**config.mk**
```make
export PLATFORM = sky130hd
export DESIGN_NAME = fpc_top
export DESIGN_NICKNAME = d
export VERILOG_FILES = /design/src/hw/fpc_pkg.sv /design/src/hw/fpc_div.sv /design/src/hw/fpc_top.sv
export SDC_FILE = /design/constraint.sdc
export NUM_CORES = 1
export LEC_CHECK = 0
export BUFFER_PORTS_ARGS = -buffer_cell sky130_fd_sc_hd__buf_2
export CAP_MARGIN = 40
export CORE_MARGIN = 2
export CORE_UTILIZATION = 53
export DETAILED_ROUTE_END_ITERATION = 8
export PLACE_DENSITY = 0.88
export SYNTH_ARGS = -nofsm -noshare
export SYNTH_HDL_FRONTEND = slang
export SYNTH_HIERARCHICAL = 1
export SYNTH_SLANG_ARGS = --single-unit
```
**constraint.sdc**
```tcl
create_clock -name ref_clk -period 4.2 [get_ports ref_clk]
set_input_delay 0.21 -clock ref_clk [delete_from_list [all_inputs] [get_ports ref_clk]]
set_output_delay 0.21 -clock ref_clk [all_outputs]
set_load 0.1 [all_outputs]
```
**src/hw/fpc_pkg.sv**
```systemverilog
package fpc_pkg;

  localparam int unsigned ADDR_W = 8;
  localparam int unsigned DATA_W = 32;

  // Register byte offsets
  localparam logic [7:0] OFS_PRESCALE = 8'h00;
  localparam logic [7:0] OFS_DUTY     = 8'h04;
  localparam logic [7:0] OFS_CTRL     = 8'h08;
  localparam logic [7:0] OFS_STATUS   = 8'h0C;

  // Prescale register fields
  localparam int unsigned PS_SEL_BIT  = 7;
  localparam int unsigned PS_DIV_MSB  = 6;
  localparam int unsigned PS_DIV_W    = 7;

  // Control register fields
  localparam int unsigned CTRL_EN_BIT  = 0;
  localparam int unsigned CTRL_INV_BIT = 1;

  // Status register fields
  localparam int unsigned ST_CNT_LSB  = 0;
  localparam int unsigned ST_PWM_BIT  = 8;
  localparam int unsigned ST_OUT_BIT  = 9;

  // Values after reset
  localparam logic [7:0] RST_PRESCALE = 8'h00;
  localparam logic [7:0] RST_DUTY     = 8'hFF;
  localparam logic [7:0] RST_COUNT    = 8'h00;
  localparam logic [6:0] RST_DIV_CNT  = 7'h00;

  // Duty value that holds the output high for the whole period
  localparam logic [7:0] DUTY_FULL    = 8'hFF;

  localparam logic [1:0] RESP_OKAY   = 2'h0;
  localparam logic [1:0] RESP_SLVERR = 2'h2;

  typedef enum {
    FPC_REG_PRESCALE,
    FPC_REG_DUTY,
    FPC_REG_CTRL,
    FPC_REG_STATUS,
    FPC_REG_NONE
  } fpc_reg_e;

endpackage : fpc_pkg

```
**src/hw/fpc_div.sv**
```systemverilog
// Turns source ticks into one counter step per (divide field + 1) ticks.
module fpc_div
(
  input  wire logic                         ref_clk,
  input  wire logic                         sys_rst,
  input  wire logic                         run,
  input  wire logic                         src_tick,
  input  wire logic [fpc_pkg::PS_DIV_W-1:0] div_field,
  output logic                              step
);

  typedef struct packed {
    logic [fpc_pkg::PS_DIV_W-1:0] cnt;
    logic                         step;
  } fpc_div_s;

  fpc_div_s st_q;
  fpc_div_s st_d;

  always_comb
  begin
    st_d      = st_q;
    st_d.step = 1'b0;
    if (!run)
    begin
      st_d.cnt = fpc_pkg::RST_DIV_CNT;
    end
    else if (src_tick)
    begin
      // A zero field steps on every tick: straight pass-through
      if (st_q.cnt == div_field)
      begin
        st_d.cnt  = fpc_pkg::RST_DIV_CNT;
        st_d.step = 1'b1;
      end
      else
      begin
        st_d.cnt = st_q.cnt + 7'h01;
      end
    end
  end

  always_ff @(posedge ref_clk)
  begin
    if (sys_rst)
    begin
      st_q.cnt  <= fpc_pkg::RST_DIV_CNT;
      st_q.step <= 1'b0;
    end
    else
    begin
      st_q <= st_d;
    end
  end

  assign step = st_q.step;

endmodule : fpc_div

```
**src/hw/fpc_top.sv**
```systemverilog
// Functional notes
// - Eight-bit counter wraps continuously; one period is 256 divided-clock steps.
// - Modulated signal is high while the count is below the duty value.
// - Duty 00h is always low, FFh always high, else duty high cycles.
// - Invert control presents the inverse of the modulated signal on the pin.
// - Prescale bit 7 selects the fast source at 0, slow source at 1.
// - Selected source divided by prescale field plus one; zero passes straight through.
// - Reset gives fast source, zero prescale field and duty of all ones.
//
// Added by the designer: the AXI4-Lite register port and the register addresses.
module fpc_top
(
  input  wire logic                        ref_clk,
  input  wire logic                        sys_rst,
  input  wire logic                        src_fast_tick,
  input  wire logic                        src_slow_tick,
  output logic                             fan_drive_out,
  input  wire logic [fpc_pkg::ADDR_W-1:0]  s_axi_awaddr,
  input  wire logic [2:0]                  s_axi_awprot,
  input  wire logic                        s_axi_awvalid,
  output logic                             s_axi_awready,
  input  wire logic [fpc_pkg::DATA_W-1:0]  s_axi_wdata,
  input  wire logic [3:0]                  s_axi_wstrb,
  input  wire logic                        s_axi_wvalid,
  output logic                             s_axi_wready,
  output logic [1:0]                       s_axi_bresp,
  output logic                             s_axi_bvalid,
  input  wire logic                        s_axi_bready,
  input  wire logic [fpc_pkg::ADDR_W-1:0]  s_axi_araddr,
  input  wire logic [2:0]                  s_axi_arprot,
  input  wire logic                        s_axi_arvalid,
  output logic                             s_axi_arready,
  output logic [fpc_pkg::DATA_W-1:0]       s_axi_rdata,
  output logic [1:0]                       s_axi_rresp,
  output logic                             s_axi_rvalid,
  input  wire logic                        s_axi_rready
);

  typedef struct packed {
    logic                        awready;
    logic                        wready;
    logic                        aw_have;
    logic [fpc_pkg::ADDR_W-1:0]  aw_addr;
    logic                        w_have;
    logic [7:0]                  w_byte;
    logic                        w_lane0;
    logic                        bvalid;
    logic [1:0]                  bresp;
    logic                        arready;
    logic                        rvalid;
    logic [fpc_pkg::DATA_W-1:0]  rdata;
    logic [1:0]                  rresp;
    logic [7:0]                  prescale;
    logic [7:0]                  duty;
    logic [7:0]                  duty_act;
    logic                        enable;
    logic                        invert;
    logic [7:0]                  count;
    logic                        pwm;
    logic                        fan_out;
  } fpc_state_s;

  fpc_state_s st_q;
  fpc_state_s st_d;

  logic src_tick;
  logic step;

  // Used by both the write and the read path
  function automatic fpc_pkg::fpc_reg_e reg_decode(input logic [fpc_pkg::ADDR_W-1:0] addr);
    unique case (addr)
      fpc_pkg::OFS_PRESCALE: reg_decode = fpc_pkg::FPC_REG_PRESCALE;
      fpc_pkg::OFS_DUTY:     reg_decode = fpc_pkg::FPC_REG_DUTY;
      fpc_pkg::OFS_CTRL:     reg_decode = fpc_pkg::FPC_REG_CTRL;
      fpc_pkg::OFS_STATUS:   reg_decode = fpc_pkg::FPC_REG_STATUS;
      default:               reg_decode = fpc_pkg::FPC_REG_NONE;
    endcase
  endfunction : reg_decode

  // Source selection is a plain mux; glitch-free switching is not needed
  // since software only changes it while the function is off
  assign src_tick = st_q.prescale[fpc_pkg::PS_SEL_BIT] ? src_slow_tick : src_fast_tick;

  fpc_div u_div
  (
    .ref_clk   (ref_clk),
    .sys_rst   (sys_rst),
    .run       (st_q.enable),
    .src_tick  (src_tick),
    .div_field (st_q.prescale[fpc_pkg::PS_DIV_MSB:0]),
    .step      (step)
  );

  always_comb
  begin
    fpc_pkg::fpc_reg_e wsel;
    fpc_pkg::fpc_reg_e rsel;
    wsel = reg_decode(st_q.aw_addr);
    rsel = reg_decode(s_axi_araddr);
    st_d = st_q;

    // Write address and data are taken independently, in either order
    if (s_axi_awvalid && st_q.awready)
    begin
      st_d.aw_have = 1'b1;
      st_d.aw_addr = s_axi_awaddr;
    end
    if (s_axi_wvalid && st_q.wready)
    begin
      st_d.w_have  = 1'b1;
      st_d.w_byte  = s_axi_wdata[7:0];
      st_d.w_lane0 = s_axi_wstrb[0];
    end
    if (s_axi_bvalid && s_axi_bready)
    begin
      st_d.bvalid = 1'b0;
    end

    // Commit once both halves are held and no response is pending
    if (st_q.aw_have && st_q.w_have && !st_q.bvalid)
    begin
      st_d.aw_have = 1'b0;
      st_d.w_have  = 1'b0;
      st_d.bvalid  = 1'b1;
      st_d.bresp   = (wsel == fpc_pkg::FPC_REG_NONE) ? fpc_pkg::RESP_SLVERR
                                                     : fpc_pkg::RESP_OKAY;
      if (st_q.w_lane0)
      begin
        unique case (wsel)
          fpc_pkg::FPC_REG_PRESCALE: st_d.prescale = st_q.w_byte;
          fpc_pkg::FPC_REG_DUTY:     st_d.duty     = st_q.w_byte;
          fpc_pkg::FPC_REG_CTRL:
          begin
            st_d.enable = st_q.w_byte[fpc_pkg::CTRL_EN_BIT];
            st_d.invert = st_q.w_byte[fpc_pkg::CTRL_INV_BIT];
          end
          fpc_pkg::FPC_REG_STATUS:   st_d.prescale = st_q.prescale;
          fpc_pkg::FPC_REG_NONE:     st_d.prescale = st_q.prescale;
        endcase
      end
    end
    st_d.awready = !st_d.aw_have && !st_d.bvalid;
    st_d.wready  = !st_d.w_have && !st_d.bvalid;

    // Read path: one read at a time, answered the cycle after the address
    if (s_axi_rvalid && s_axi_rready)
    begin
      st_d.rvalid = 1'b0;
    end
    if (s_axi_arvalid && st_q.arready)
    begin
      st_d.rvalid = 1'b1;
      st_d.rdata  = '0;
      st_d.rresp  = fpc_pkg::RESP_OKAY;
      unique case (rsel)
        fpc_pkg::FPC_REG_PRESCALE: st_d.rdata[7:0] = st_q.prescale;
        fpc_pkg::FPC_REG_DUTY:     st_d.rdata[7:0] = st_q.duty;
        fpc_pkg::FPC_REG_CTRL:
        begin
          st_d.rdata[fpc_pkg::CTRL_EN_BIT]  = st_q.enable;
          st_d.rdata[fpc_pkg::CTRL_INV_BIT] = st_q.invert;
        end
        fpc_pkg::FPC_REG_STATUS:
        begin
          st_d.rdata[fpc_pkg::ST_CNT_LSB +: 8] = st_q.count;
          st_d.rdata[fpc_pkg::ST_PWM_BIT]      = st_q.pwm;
          st_d.rdata[fpc_pkg::ST_OUT_BIT]      = st_q.fan_out;
        end
        fpc_pkg::FPC_REG_NONE:     st_d.rresp = fpc_pkg::RESP_SLVERR;
      endcase
    end
    st_d.arready = !st_d.rvalid;

    // Counter and compare
    if (!st_q.enable)
    begin
      st_d.count    = fpc_pkg::RST_COUNT;
      st_d.duty_act = st_d.duty;
    end
    else if (step)
    begin
      st_d.count = st_q.count + 8'h01;
      // While running, duty is sampled only at the wrap, so a pulse is never cut or stretched; while disabled it follows the duty register
      if (st_d.count == fpc_pkg::RST_COUNT)
      begin
        st_d.duty_act = st_q.duty;
      end
    end

    if (!st_d.enable)
    begin
      st_d.pwm = 1'b0;
    end
    else
    begin
      st_d.pwm = (st_d.duty_act == fpc_pkg::DUTY_FULL) ||
                 (st_d.count < st_d.duty_act);
    end
    st_d.fan_out = st_d.pwm ^ st_d.invert;
  end

  always_ff @(posedge ref_clk)
  begin
    if (sys_rst)
    begin
      st_q          <= '0;
      st_q.awready  <= 1'b1;
      st_q.wready   <= 1'b1;
      st_q.arready  <= 1'b1;
      st_q.prescale <= fpc_pkg::RST_PRESCALE;
      st_q.duty     <= fpc_pkg::RST_DUTY;
      st_q.duty_act <= fpc_pkg::RST_DUTY;
      st_q.count    <= fpc_pkg::RST_COUNT;
    end
    else
    begin
      st_q <= st_d;
    end
  end

  assign fan_drive_out = st_q.fan_out;
  assign s_axi_awready = st_q.awready;
  assign s_axi_wready  = st_q.wready;
  assign s_axi_bvalid  = st_q.bvalid;
  assign s_axi_bresp   = st_q.bresp;
  assign s_axi_arready = st_q.arready;
  assign s_axi_rvalid  = st_q.rvalid;
  assign s_axi_rdata   = st_q.rdata;
  assign s_axi_rresp   = st_q.rresp;

endmodule : fpc_top

```
==> out/metrics.cfg, run 1 <==
[sta]
final.setup.tns_ps = 0
drv_slew = 0
hold_viol_final = 0
worstMarginPinSlew_ps = 902.7
layout_min_cycle_time_ps = 3940
fmax_ghz = 0.2538
rsz0062_at_grt = no
setup_viol = 0
slew_headroom = 0.3949
post-route-period-util = 0.9381
fin_skew_ps = 8.920

[die]
start_util = 0.5419
die_area_sq_um = 8542
ios = 109
rows = 32
die_y_um = 92.43
chipWidth_um = 92.43
core-area_sq_um = 7647

[global_routing]
first_global_vias = 3075
grt_pass1_wl_um = 14160
grt_max_degree = 44
track_usage = 0.2084
overflow = 0
grt_antenna_before_repair = 0

[yosys]
ys_seq_area_frac = 0.3865
netlist_instances = 470
syn_avg_cell_area_sq_um = 8.817
synthArstFlopShare = 0
synth-edff-count = 0
synth.distinct_cells = 56
mappedNetlistArea_sq_um = 4144
ys_ff_latch = 80
yosys_warnings = 6
synthFlopType = dfxtp_1

[drt]
ant_nets = 0
vias_per_cell = 5.493
num_vias = 3323
finalWirelength_um = 8558
dr.pass1.iters = 5
drt_iter0_drc = 237
wl_per_cell_um = 14.15
drc = 0

[cts]
clockBufferDepth = 2
clock-root-buffer = clkbuf_8
clk_pin_slew_ps = 80
tritoncts = done
cts_resized = 0
insertion_delay_ps = 360
clock_sinks = 80
ctsHoldBuffers = 0
cts_buffers = 9
htreeDepth = 3
cts_setup_buffers = 0

[finish]
drive_above_1_share = 0.1750
insertedDiodeCount = 0
area_growth_pct = 8.001
nets = 574

[critical_path]
end_kind = flop
cp-start-kind = flop
crit_fanout = 9
cp.arrival_ps = 4160
crit_required_ps = 4420
path_class = reg -> reg

[power_and_ir_drop]
finalPower_w = 0.001665
leakage_nw = 2.114
p_per_area_nw_per_um2 = 372.1
ir_drop_mv = 0.2199

[status]
status = finished, final reports clean

[placement]
port-buffer-count = 51
gp_congestion = 0.8537
dp_hpwl_um = 6316

[flow_run]
max-cap-violations = 0

[hold_path]
holdCritPathClass = in -> reg

-- layout by cell type (no fill, tap or decap), types with 2 or more instances in the layout --
cell       Yosys  routed
buf_2          2      51
and2_1         6       6
nor2b_1       20      20
xor2_1         3       3
o211ai_1       9       9
nand2b_1      20      20
or2_2          8       8
buf_4         36       2
inv_1         13      13
dfxtp_1       80      80
and3_1         5       5
clkbuf_1      14       2
a211oi_1       2       2
nor2_1        37      37
mux2_2         2       2
o211a_1        6       6
o21ai_0        7       7
nor3_1        12      12
conb_1         1      24
clkbuf_8       1      10
nand3_1        9       9
a21oi_1       24      24
bufinv_16      0       2
mux2i_1       27      27
o21a_1         2       2
or4_1          4       4
ha_1           9       9
a21o_1         2       2
xnor2_1       14      14
nand4_1        7       7
o2111ai_1      2       2
mux4_2         2       2
nand2_1       49      49
a22oi_1        8       8
-- through the flow --
stage               instance area [sq um]  setup slack (ps)  hold WS [ps]  std cells    util
detailed placement                   4254             288.0         441.8        589  0.5563
floorplan                            4230             596.2         289.8        493       -
CTS                                  4476             267.4         75.17        605  0.5852
global placement                     4239             274.1         434.4        588  0.5543
global route                         4476             15.19         80.95        605  0.5852
finish                               4476             259.8         92.57        605  0.5852
-- critical path, cell delays in order (launching register included) --
cell and delay [ps]:
dfxtp_1 310, or4_1 540, or4_1 750, mux2i_1 210, nor2b_1 170, or2_2 330
ha_1 310, nand4_1 110, nor2_1 60, a221oi_1 230, o21ai_0 130, a41o_1 240
o41ai_4 80, nor3b_1 240, nor3_1 70
-- cell families (layout without fill, tap and decap cells) --
logic type      after synthesis  count (layout)  share of synthesized area
simple gates                188             188                     0.2367
mux                          31              31                    0.08152
xor+xnor                     17              17                    0.03593
buf+inv                      74              84                     0.1066
fa+ha+maj                     9               9                    0.02717
compound gates               70              70                     0.1247
flops                        80              80                     0.3865
other cells                   1              24                  0.0009049
-- per-layer routing --
layer | vias to the layer above | global-route usage | wire length, um | share of wire
met5 | - | 0 | 0 | 0
met4 | 0 | 0.09204 | 180 | 0.021
met3 | 16 | 0.04638 | 604 | 0.071
met2 | 125 | 0.3479 | 4020 | 0.47
met1 | 1569 | 0.2573 | 3751 | 0.44
li1 | 1613 | - | - | -
-- power breakdown --
group | internal (W) | switching (W) | total [W]
combinational | 0.0000421 | 0.000191 | 0.000233
sequential | 0.000778 | 0.0000189 | 0.000797
clock | 0.000354 | 0.000282 | 0.000636
-- cell usage after synthesis, drive strengths merged (3+ instances only) --
cell / instances / area (sq um)
o211ai: 9 / 67.56
and2: 7 / 45.05
o21ai: 7 / 35.03
a21oi: 24 / 120.1
o211a: 6 / 60.06
mux2i: 27 / 270.3
inv: 14 / 52.55
buf: 44 / 317.8
nor3: 13 / 70.07
or4: 5 / 41.29
dfxtp: 80 / 1602
and3: 5 / 31.28
nand3: 9 / 45.04
or2: 8 / 50.05
ha: 9 / 112.6
clkbuf: 16 / 71.31
xnor2: 14 / 122.6
nor2b: 20 / 125.1
nand2b: 20 / 125.1
xor2: 3 / 26.28
a22oi: 8 / 60.06
nand4: 7 / 43.79
nor2: 37 / 138.9
nand2: 49 / 183.9
-- final timing paths --
kind                                            start                       end  slack (ps)  cells after the start
worst max-delay path            st_q[86]$_SDFFE_PP0P_  fan_drive_out$_SDFF_PP0_         260                     14
worst min-delay path                   s_axi_wdata[4]     st_q[80]$_SDFFE_PP0P_          90                      3
worst max register to register  st_q[86]$_SDFFE_PP0P_  fan_drive_out$_SDFF_PP0_         260                     14
worst min register to register  st_q[91]$_SDFFE_PP0P_     st_q[91]$_SDFFE_PP0P_         450                      2
-- registers in the layout (all words and copies together) (netlist names) --
| name | cells |
|---|---|
| s_axi_rdata | 10 |
| st_q | 54 |
| fan_drive_out | 1 |
| s_axi_bvalid | 1 |
| s_axi_arready | 1 |
| s_axi_rvalid | 1 |
| s_axi_wready | 1 |
| s_axi_awready | 1 |
| u_div/step | 1 |
| u_div/st_q | 7 |
| s_axi_rresp | 1 |
| s_axi_bresp | 1 |
-- area by class of cell --
| cell class | instances | area [sq um] |
|---|---|---|
| fillers | 661 | 3172 |
| well taps | 102 | 127.6 |
| clock inverters | 4 | 76.32 |
| clock buffers | 12 | 145.1 |
| multi-input cells | 339 | 2187 |
| inverters | 14 | 52.55 |
| repair buffers | 54 | 285.3 |
| flip-flops and latches | 80 | 1602 |
No activity file was read; power rests on OpenSTA's default activity.
==> run 2, diff against run 1 <==
--- a/config.mk
+++ b/config.mk
@@ -7,10 +7,12 @@
 export LEC_CHECK = 0
 export BUFFER_PORTS_ARGS = -buffer_cell sky130_fd_sc_hd__buf_2
 export CAP_MARGIN = 40
+export CORE_ASPECT_RATIO = 1.5
 export CORE_MARGIN = 2
 export CORE_UTILIZATION = 53
 export DETAILED_ROUTE_END_ITERATION = 8
 export PLACE_DENSITY = 0.88
+export RECOVER_POWER = 100
 export SYNTH_ARGS = -nofsm -noshare
 export SYNTH_HDL_FRONTEND = slang
 export SYNTH_HIERARCHICAL = 1
==> run 2 against run 1 <==
Cell area up 1.0%. Die area up 0.16%. Register-to-register slack better by 20 ps. Flip-flop and latch count unchanged. Power up 11%. Clock power up 30%. Setup slack better by 22 ps. Global-route usage up 0.94 points. Critical path type unchanged. Highest routed layer unchanged.
==> out/metrics.cfg, run 2 (same netlist as run 1, synthesis figures left out) <==
[die]
die_area_sq_um = 8556
ios = 109
core-area_sq_um = 7612
rows = 39
chipWidth_um = 76.20
start_util = 0.5444
die_y_um = 112.3

[cts]
clock-root-buffer = clkbuf_16
insertion_delay_ps = 330
ctsHoldBuffers = 0
cts_resized = 0
clk_pin_slew_ps = 60
cts_buffers = 9
htreeDepth = 3
tritoncts = done
clock_sinks = 80
clockBufferDepth = 2
cts_setup_buffers = 0

[global_routing]
grt_max_degree = 45
track_usage = 0.2178
overflow = 0
first_global_vias = 3259
grt_antenna_before_repair = 0
grt_pass1_wl_um = 15050

[sta]
fin_skew_ps = 8.484
hold_viol_final = 0
setup_viol = 0
drv_slew = 0
layout_min_cycle_time_ps = 3918
worstMarginPinSlew_ps = 1379
final.setup.tns_ps = 0
slew_headroom = 0.07367
post-route-period-util = 0.9329
rsz0062_at_grt = no
fmax_ghz = 0.2552

[critical_path]
cpMostUsedCell = or4_1
critPathBufInv = 1
r2r-end = fan_drive_out$_SDFF_PP0_
rrSetupSlack_ps = 280
end_kind = flop
crit_required_ps = 4400
crit_path_max_incr_delay_ps = 680
r2r_start = st_q[86]$_SDFFE_PP0P_
path_class = reg -> reg
cp.arrival_ps = 4110
crit_fanout = 6
r2r.worst_path.cells = 15
worstPathCellList = or4_1, or4_1, buf_4, mux2i_1, nor2b_1, nand2b_1, ha_1, nand2_1, nor2_1, a221oi_1, o21ai_0, a41o_1, o41ai_2, nor3b_1, nor3_1
path_delay_family = simple AND/OR/NAND/NOR gates
crit_slowest_cell = or4_1
cp-start-kind = flop

[placement]
placed_cells = 589
gp_congestion = 0.8530
port-buffer-count = 51
postPlaceCellArea_sq_um = 4267
dp_hpwl_um = 6554

[drt]
finalWirelength_um = 9051
dr.pass1.iters = 4
drc = 0
num_vias = 3354
ant_nets = 0
wl_per_cell_um = 14.99
drt_iter0_drc = 201
vias_per_cell = 5.553

[hold_path]
hold_path_end = st_q[78]$_SDFFE_PP0P_
holdCritPathClass = in -> reg
min_delay_path_depth = 3
hold_start = s_axi_wdata[2]

[power_and_ir_drop]
p_per_area_nw_per_um2 = 410.5
leakage_nw = 2.058
ir_drop_mv = 0.3443

[finish]
insertedDiodeCount = 0
largest_register_ff_count = 54
final_cell_area_sq_um = 4521
area_growth_pct = 9.088
final_cell_mix = dfxtp_1 (80), nand2_1 (49), nor2_1 (37)
nets = 574
layout.cells.most_common = dfxtp_1
post-route-util = 0.5939
drive_above_1_share = 0.1335
stdcell_count = 604
largest-register = st_q

[status]
status = finished, final reports clean

[flow_run]
max-cap-violations = 0

-- run 2: power by group --
group          total, W  switching [W]  leakage [nW]  internal (W)
registers      0.000797      0.0000185         0.650      0.000779
logic          0.000232       0.000191          1.26     0.0000408
clock network  0.000826       0.000305         0.152      0.000521
total           0.00186       0.000515          2.06       0.00134
-- run 2: per-stage QoR --
stage	hold WS (ps)	power, W	setup WS, ps
after CTS	122.3	0.001869	278.3
after floorplan	289.8	0.001028	596.2
final	127.1	0.001856	282.0
after detailed placement	444.7	0.001048	348.1
after global placement	437.5	0.001040	336.5
after global routing	129.1	0.001919	53.87
-- run 2: final cells by class --
class,instances,area (sq um)
Fill cell,654,3092
Multi-Input combinational cell,339,2156
Sequential cell,80,1602
Timing Repair Buffer,54,264.0
Clock buffer,9,225.2
Tap cell,102,127.6
Clock inverter,6,93.84
Inverter,14,52.55
-- run 2: worst min-delay path: cells and delay by family --
kind	cells	cell delay [ps]
buffers and inverters	1	100
AOI/OAI and AO/OA	1	50
and+or+nand+nor	1	50
-- run 2: how the worst max path moves through the flow --
stage	from	endpoint	slack, ps	cells after the start
after floorplan	s_axi_bvalid$_SDFF_PP0_	fan_drive_out$_SDFF_PP0_	600	15
final	st_q[86]$_SDFFE_PP0P_	fan_drive_out$_SDFF_PP0_	280	15
after global placement	st_q[86]$_SDFFE_PP0P_	fan_drive_out$_SDFF_PP0_	340	14
after global routing	st_q[86]$_SDFFE_PP0P_	fan_drive_out$_SDFF_PP0_	50	14
after CTS	st_q[86]$_SDFFE_PP0P_	fan_drive_out$_SDFF_PP0_	280	15
after detailed placement	st_q[86]$_SDFFE_PP0P_	fan_drive_out$_SDFF_PP0_	350	14
-- run 2: metal layers --
metal  track usage  share of wire  vias up
met5             0              0        -
met4        0.1188          0.040        0
met3       0.04341          0.045       27
met2        0.3982           0.53      115
met1        0.2345           0.38     1599
li1              -              -     1613
